`src/rtl/bgh_pkg.sv`:
```
// ==========================================================
// Contract
// - Grant follows a request by 1.5 to 3.5 clock periods.
// - Request dropped without acknowledge drops grant within 1.5 to 3.5 periods.
// - Acknowledge asserted drops grant within 1.5 to 3.5 periods.
// - Request withdrawn before acknowledge: drop grant, take bus back.
// - Strobes and read/write driven no sooner than 1.5 periods after acknowledge drops.
// - Function codes and peripheral valid driven no sooner than 1 period after acknowledge drops.
// - Strobes and read/write wait 1.5 periods after withdrawn request.
// - Function codes and peripheral valid wait 1 period after withdrawn request.
// - Asynchronous inputs are sampled and recognised on a sampling edge.
package bgh_pkg;
  // Clock rate and times in half processor periods
  localparam int CLK_NS = 10;
  localparam int PROC_PERIOD_NS = 100;
  localparam int HALF_NS = PROC_PERIOD_NS / 2;
  localparam int HALF_CYC = (HALF_NS + CLK_NS - 1) / CLK_NS;
  // Grant delay 1.5 periods, release waits
  localparam logic [3:0] GRANT_HALVES = 4'h3;
  localparam logic [3:0] NEG_HALVES = 4'h3;
  localparam logic [3:0] STRB_HALVES = 4'h3;
  localparam logic [3:0] FC_HALVES = 4'h2;
  localparam logic [7:0] HALF_CNT = 8'(HALF_CYC);
  typedef enum logic [2:0] {BGH_OWN, BGH_REQ, BGH_GRANT, BGH_FLOAT, BGH_RET} bgh_state_t;
endpackage : bgh_pkg

```
`src/rtl/bgh_sync.sv`:
```
`timescale 1ns/1ns
module bgh_sync (
  // Clock and reset
  input wire logic clk,
  input wire logic rst_n,
  // Data
  input wire logic d,
  output logic q
);
  typedef struct packed {
    logic s1;
    logic s2;
  } bgh_sync_t;
  bgh_sync_t st_reg, st_next;
  always_comb
  begin
    st_next.s1 = d;
    st_next.s2 = st_reg.s1;
  end
  always_ff @(posedge clk or negedge rst_n)
  begin
    if (!rst_n)
      st_reg <= '{s1: 1'b0, s2: 1'b0};
    else
      st_reg <= st_next;
  end
  assign q = st_reg.s2;
endmodule : bgh_sync

```
`src/rtl/bgh_arbiter.sv`:
```
`timescale 1ns/1ns
module bgh_arbiter
  import bgh_pkg::*;
(
  // Clock and reset
  input wire logic CLK_SYS,
  input wire logic RESETN,
  // Arbitration pins, active high inside
  input wire logic REQUEST_LINE,
  input wire logic GRANT_ACK_LINE,
  output logic GRANT_LINE,
  // Own bus cycle status
  input wire logic ADDR_STROBE_ACTIVE,
  // Drive enables for bus groups, and bus ownership flag
  output logic STRB_RW_OE,
  output logic FC_VPA_OE,
  output logic ADDR_DATA_OE,
  output logic BUS_OWNED
);
  // ==========================================================
  // Input synchronisers
  logic req_s, ack_s;
  bgh_sync u_req (.clk(CLK_SYS), .rst_n(RESETN), .d(REQUEST_LINE), .q(req_s));
  bgh_sync u_ack (.clk(CLK_SYS), .rst_n(RESETN), .d(GRANT_ACK_LINE), .q(ack_s));

  // ==========================================================
  // State
  typedef struct packed {
    bgh_state_t st;
    logic [7:0] tick;
    logic [3:0] halves;
    logic grant;
    logic strb_oe;
    logic fc_oe;
    logic ad_oe;
    logic owned;
    logic drop_armed;
  } bgh_arb_t;
  bgh_arb_t r_reg, r_next;
  logic half_tick;
  assign half_tick = (r_reg.tick == HALF_CNT - 8'h01);

  always_comb
  begin
    r_next = r_reg;
    r_next.tick = half_tick ? 8'h00 : r_reg.tick + 8'h01;
    if (half_tick && r_reg.halves != 4'h0)
      r_next.halves = r_reg.halves - 4'h1;
    unique case (r_reg.st)
      BGH_OWN:
      begin
        if (req_s && !ack_s)
        begin
          r_next.st = BGH_REQ;
          r_next.halves = GRANT_HALVES;
        end
      end
      BGH_REQ:
      begin
        if (!req_s)
          r_next.st = BGH_OWN;
        else if (r_reg.halves == 4'h0)
        begin
          r_next.grant = 1'b1;
          r_next.owned = 1'b0;
          r_next.st = BGH_GRANT;
          r_next.halves = NEG_HALVES;
        end
      end
      BGH_GRANT:
      begin
        if (!ADDR_STROBE_ACTIVE)
        begin
          r_next.strb_oe = 1'b0;
          r_next.fc_oe = 1'b0;
          r_next.ad_oe = 1'b0;
        end
        // drop grant 1.5 periods after cause
        if (!r_reg.drop_armed)
        begin
          // Hold the count until acknowledge or withdrawal starts it
          r_next.halves = NEG_HALVES;
          if (ack_s || !req_s)
            r_next.drop_armed = 1'b1;
        end
        else if (r_reg.halves == 4'h0)
        begin
          r_next.grant = 1'b0;
          r_next.drop_armed = 1'b0;
          // Bus never floated: the own cycle simply carries on
          if (r_next.strb_oe)
          begin
            r_next.owned = 1'b1;
            r_next.st = BGH_OWN;
          end
          else
            r_next.st = BGH_FLOAT;
        end
      end
      BGH_FLOAT:
      begin
        r_next.strb_oe = 1'b0;
        r_next.fc_oe = 1'b0;
        r_next.ad_oe = 1'b0;
        // acknowledge dropped: start the strobe wait to take the bus back
        if (!ack_s)
        begin
          r_next.st = BGH_RET;
          r_next.halves = STRB_HALVES;
        end
      end
      BGH_RET:
      begin
        // codes after 1 period
        // Acknowledge back again: give the codes up once more
        if (ack_s)
        begin
          r_next.fc_oe = 1'b0;
          r_next.st = BGH_FLOAT;
        end
        else
        begin
          if (r_reg.halves <= STRB_HALVES - FC_HALVES)
            r_next.fc_oe = 1'b1;
          if (r_reg.halves == 4'h0)
          begin
            r_next.strb_oe = 1'b1;
            r_next.ad_oe = 1'b1;
            r_next.owned = 1'b1;
            r_next.st = BGH_OWN;
          end
        end
      end
    endcase
  end

  always_ff @(posedge CLK_SYS or negedge RESETN)
  begin
    if (!RESETN)
      r_reg <= '{st: BGH_OWN, tick: 8'h00, halves: 4'h0, grant: 1'b0, strb_oe: 1'b1,
                 fc_oe: 1'b1, ad_oe: 1'b1, owned: 1'b1, drop_armed: 1'b0};
    else
      r_reg <= r_next;
  end

  assign GRANT_LINE = r_reg.grant;
  assign STRB_RW_OE = r_reg.strb_oe;
  assign FC_VPA_OE = r_reg.fc_oe;
  assign ADDR_DATA_OE = r_reg.ad_oe;
  assign BUS_OWNED = r_reg.owned;

  // ==========================================================
  // Checks
  // Pin to counting state takes two sync stages and one state edge
  localparam int SYNC_LAG = 3;
  localparam int GRANT_MIN_CYC = int'(GRANT_HALVES) * HALF_CYC - SYNC_LAG;
  localparam int NEG_MIN_CYC = int'(NEG_HALVES) * HALF_CYC - SYNC_LAG;
  localparam int STRB_MIN_CYC = int'(STRB_HALVES) * HALF_CYC - SYNC_LAG;
  localparam int FC_MIN_CYC = int'(FC_HALVES) * HALF_CYC - SYNC_LAG;
  property p_grant_min;
    @(posedge CLK_SYS) disable iff (!RESETN)
      $rose(r_reg.grant) |-> r_reg.halves == NEG_HALVES && $past(r_reg.st) == BGH_REQ;
  endproperty
  a_grant_min: assert property (p_grant_min) else $error("grant too early");
  property p_grant_early;
    @(posedge CLK_SYS) disable iff (!RESETN)
      $rose(r_reg.grant) |-> $past(r_reg.st, GRANT_MIN_CYC) == BGH_REQ;
  endproperty
  a_grant_early: assert property (p_grant_early) else $error("grant before request wait");
  property p_grant_late;
    @(posedge CLK_SYS) disable iff (!RESETN)
      (r_reg.st == BGH_REQ) [*8] ##1 (r_reg.st == BGH_REQ) [*8] |=> r_reg.st != BGH_REQ;
  endproperty
  a_grant_late: assert property (p_grant_late) else $error("grant too late");
  property p_grant_drop;
    @(posedge CLK_SYS) disable iff (!RESETN)
      $fell(r_reg.grant) |-> r_reg.st == (r_reg.strb_oe ? BGH_OWN : BGH_FLOAT);
  endproperty
  a_grant_drop: assert property (p_grant_drop) else $error("grant dropped in wrong state");
  property p_drop_early;
    @(posedge CLK_SYS) disable iff (!RESETN)
      $fell(r_reg.grant) |-> $past(r_reg.drop_armed, NEG_MIN_CYC);
  endproperty
  a_drop_early: assert property (p_drop_early) else $error("grant dropped too early");
  property p_drop_late;
    @(posedge CLK_SYS) disable iff (!RESETN)
      (r_reg.grant && r_reg.drop_armed) [*8] ##1 (r_reg.grant && r_reg.drop_armed) [*8] |=> !r_reg.grant;
  endproperty
  a_drop_late: assert property (p_drop_late) else $error("grant dropped too late");
  property p_withdraw;
    @(posedge CLK_SYS) disable iff (!RESETN)
      (r_reg.st == BGH_REQ && !req_s) |=> r_reg.st == BGH_OWN && !r_reg.grant;
  endproperty
  a_withdraw: assert property (p_withdraw) else $error("withdrawn request not honoured");
  property p_float;
    @(posedge CLK_SYS) disable iff (!RESETN)
      (r_reg.st == BGH_FLOAT) |-> !r_reg.strb_oe && !r_reg.fc_oe && !r_reg.ad_oe;
  endproperty
  a_float: assert property (p_float) else $error("bus driven while granted");
  property p_strb_wait;
    @(posedge CLK_SYS) disable iff (!RESETN)
      $rose(r_reg.strb_oe) |-> $past(r_reg.st) == BGH_RET && $past(r_reg.halves) == 4'h0;
  endproperty
  a_strb_wait: assert property (p_strb_wait) else $error("strobes driven too soon");
  property p_fc_wait;
    @(posedge CLK_SYS) disable iff (!RESETN)
      $rose(r_reg.fc_oe) |-> $past(r_reg.st) == BGH_RET && $past(r_reg.halves) <= 4'h1;
  endproperty
  a_fc_wait: assert property (p_fc_wait) else $error("codes driven too soon");
  property p_ack_no_own;
    @(posedge CLK_SYS) disable iff (!RESETN)
      ack_s && r_reg.st == BGH_FLOAT |=> !r_reg.owned;
  endproperty
  a_ack_no_own: assert property (p_ack_no_own) else $error("bus taken while acknowledged");
  property p_fc_before_strb;
    @(posedge CLK_SYS) disable iff (!RESETN)
      r_reg.strb_oe |-> r_reg.fc_oe;
  endproperty
  a_fc_before_strb: assert property (p_fc_before_strb) else $error("strobes before codes");
  property p_strb_gap;
    @(posedge CLK_SYS) disable iff (!RESETN)
      $rose(r_reg.strb_oe) |-> $past(r_reg.st, STRB_MIN_CYC) == BGH_RET;
  endproperty
  a_strb_gap: assert property (p_strb_gap) else $error("strobes back before wait");
  property p_fc_gap;
    @(posedge CLK_SYS) disable iff (!RESETN)
      $rose(r_reg.fc_oe) |-> $past(r_reg.st, FC_MIN_CYC) == BGH_RET;
  endproperty
  a_fc_gap: assert property (p_fc_gap) else $error("codes back before wait");
endmodule : bgh_arbiter

```
`config.mk`:
```
export PLATFORM = sky130hd
export DESIGN_NAME = bgh_arbiter
export DESIGN_NICKNAME = d
export VERILOG_FILES = /design/src/rtl/bgh_pkg.sv /design/src/rtl/bgh_sync.sv /design/src/rtl/bgh_arbiter.sv
export SDC_FILE = /design/constraint.sdc
export NUM_CORES = 1
export LEC_CHECK = 0
export BUFFER_PORTS_ARGS = -buffer_cell sky130_fd_sc_hd__buf_2
export CAP_MARGIN = 5
export CORE_MARGIN = 2
export CORE_UTILIZATION = 40
export CTS_CLUSTER_DIAMETER = 60
export DETAILED_ROUTE_END_ITERATION = 6
export GPL_TIMING_DRIVEN = 0
export PLACE_DENSITY = 0.65
export SLEW_MARGIN = 20
export SYNTH_ARGS = -nofsm -noshare
export SYNTH_HDL_FRONTEND = slang
export SYNTH_HIERARCHICAL = 1
export SYNTH_SLANG_ARGS = --single-unit
```
`constraint.sdc`:
```
create_clock -name CLK_SYS -period 1.9 [get_ports CLK_SYS]
set_input_delay 0 -clock CLK_SYS [delete_from_list [all_inputs] [get_ports CLK_SYS]]
set_output_delay 0 -clock CLK_SYS [all_outputs]
set_load 0.1 [all_outputs]
```
==> metrics.yaml <==
outcome: "completed"
die_x_um: 61.8
syn-cell-area_um2: 1340
worstPathMaxFanout: 4
leakage_uw: 0.000658
p_per_area_nw_per_um2: 1180
routed_wirelength_mm: 2.69
ctsHtreeMaxLevel: 1
ys_ff_latch: 25
netlist_instances: 134
synth_top_cell_area_share: 0.393
nets: 162
cts_buffers: 3
num_io_pins: 10
wl_per_cell_um: 13.7
cp.required_ns: 2.15
whs_ns: 0.149
rows: 20
cts_tree: "done"
antennaDiodeCount: 0
insertion_delay_ns: 0.34
drc: 0
critical_path_class: "flip-flop to flip-flop"
avgViaCountPerCell: 5.31
grt_pass1_vias: 982
yosysTopAreaCell: "dfrtp_1"
drtAntennaViolNets: 0
cts.sinks: 25
r2r.worst_path.cells: 5
die_area_um2: 3820
dr.pass1.iters: 4
cts_buffer_depth: 2
largest_reg_flops: 16
worst_pin_slew_ns: 0.552
synth-edff-count: 0
skew_ns: 0.0151
start_util: 0.428
hold_class: "primary input to async pin"
yosys_warnings: 6
hold_viol_final: 0
ir_worst_vdd_v: 0.000607
synth_cell_types: 42
via_count: 1041
ys_top_cells_by_area: "dfrtp_1 39%, dfstp_2 7.9%, nor2_1 4.2%"
ys_seq_area_frac: 0.471
gr-total-overflow: 0
max_freq_ghz: 0.543
dp_hpwl_mm: 1.84
grt_max_degree: 26
clk_transition_reported_paths_ns: 0.16
drt-initial-drc-count: 86
antenna_found_initial: 0
fin_crit_sh: 0.969
synth-main-ff-cell: "dfrtp_1"
setup_viol: 0
arrival_ns: 2.09
slew_headroom: 0.632
startpoint_type: "flip-flop"
place.gp.congestion: 0.909
io_buffers: 9
core_area_um2: 3130
max_cap_violations: 0
critPathCaptureType: "flip-flop"
final.min_clock_period_ns: 1.84
synth.avg_cell_area_um2: 9.98
chipHeight_um: 61.8
postSynth.asyncResetShare: 1.00
syn-num-nets: 143
area_delta_synth_final_pct: 15.8
slew_violations: 0
cts_root_buf: "clkbuf_4"
grt_pass1_wl_mm: 4.46
post-route-util: 0.495
track_usage: 0.158
drive_above_1_share: 0.191
## Yosys cell counts (3+ instances only)
cell	number
nor2_1	15
a21oi_1	4
o32a_1	3
dfstp_2	4
xnor2_1	6
and3_1	4
ha_1	4
o21ai_0	5
clkbuf_1	3
dfrtp_1	21
nand3_1	9
nand2_1	9
inv_1	7
nor2b_1	7
## cell type report
type                       instances  area (um^2)
fill                             297         1580
multi-input combinational         98          697
sequential                        25          631
timing repair buffer              14         92.6
tap                               44         55.1
inverter                           7         26.3
clock buffer                       3         22.5
buffer                             4         16.3
clock inverter                     1         8.76
## cells in the final DEF (no fill, tap or decap), drive strengths merged, types with 2 or more instances in the layout
| cell type | n |
|---|---|
| a21oi | 5 |
| a221oi | 2 |
| a22oi | 2 |
| and3 | 4 |
| buf | 11 |
| clkbuf | 6 |
| dfrtp | 21 |
| dfstp | 4 |
| dlygate4sd3 | 4 |
| ha | 4 |
| inv | 8 |
| nand2 | 9 |
| nand2b | 2 |
| nand3 | 9 |
| nor2 | 15 |
| nor2b | 7 |
| nor3b | 2 |
| o21ai | 5 |
| o21bai | 2 |
| o32a | 3 |
| or3 | 2 |
| or3b | 2 |
| xnor2 | 6 |
## metal layers
| metal | up-vias | GRT usage | share of wire |
|---|---|---|---|
| li1 | 513 | - | - |
| met1 | 505 | 0.207 | 0.46 |
| met2 | 19 | 0.260 | 0.48 |
| met3 | 4 | 0.0497 | 0.045 |
| met4 | 0 | 0.0274 | 0.0078 |
| met5 | - | 0 | 0 |
## power breakdown
part / internal [uW] / total (uW) / leakage (uW) / switching (uW)
logic: 306 / 853 / 0.000337 / 546
clock network: 86.1 / 271 / 0.0000183 / 185
registers: 626 / 701 / 0.000303 / 75.1
total: 1020 / 1820 / 0.000658 / 806
## worst paths after layout
| kind | startpoint | to | slack (ns) |
|---|---|---|---|
| min reg2reg | u_ack/st_next[0] | u_ack/q | 0.37 |
| min in group CLK_SYS | GRANT_ACK_LINE | u_ack/st_next[0] | 0.28 |
| min | RESETN | r_reg[7] | 0.15 |
| max | r_reg[6] | r_reg[19] | 0.06 |
| max in group asynchronous | RESETN | BUS_OWNED | 1.36 |
| max reg2reg | r_reg[6] | r_reg[19] | 0.06 |
## stage by stage
| step | power [uW] | cells | worst slack, ns | area [um^2] | setup TNS [ns] |
|---|---|---|---|---|---|
| finish | 1820 | 196 | 0.0598 | 1550 | 0 |
| global route | 1950 | 196 | -0.0262 | 1550 | -0.0544 |
| CTS | 1810 | 195 | 0.0154 | 1530 | 0 |
| detailed placement | 1500 | 187 | -0.0925 | 1440 | -0.380 |
| global placement | 1480 | 187 | -0.0416 | 1440 | -0.151 |
| floorplan | 1350 | 134 | 0.200 | 1340 | 0 |
## kinds of logic (layout without fill, tap and decap cells)
| kind of cell | after synthesis | after routing | share of synthesized area |
|---|---|---|---|
| simple gates | 57 | 57 | 0.241 |
| compound gates | 30 | 30 | 0.172 |
| flops | 25 | 25 | 0.471 |
| xor+xnor | 7 | 7 | 0.0458 |
| buf+inv | 11 | 29 | 0.0318 |
| fa+ha+maj | 4 | 4 | 0.0374 |
## worst max-delay path, cell delays in order (launching register included)
cell and delay (ns):
dfrtp_1 0.43, inv_1 0.14, ha_4 0.17, or3b_4 0.41, a32o_1 0.27, o32a_1 0.33
## what timing repair did
action / in CTS / in global routing
hold buffers: 4 / 0
gates resized for setup: 3 / 2
buffers inserted: 0 / 1
endpoints found under the hold margin: 24 / 0
setup endpoints to repair: 5 / 7
No activity file was read; power rests on OpenSTA's default activity.
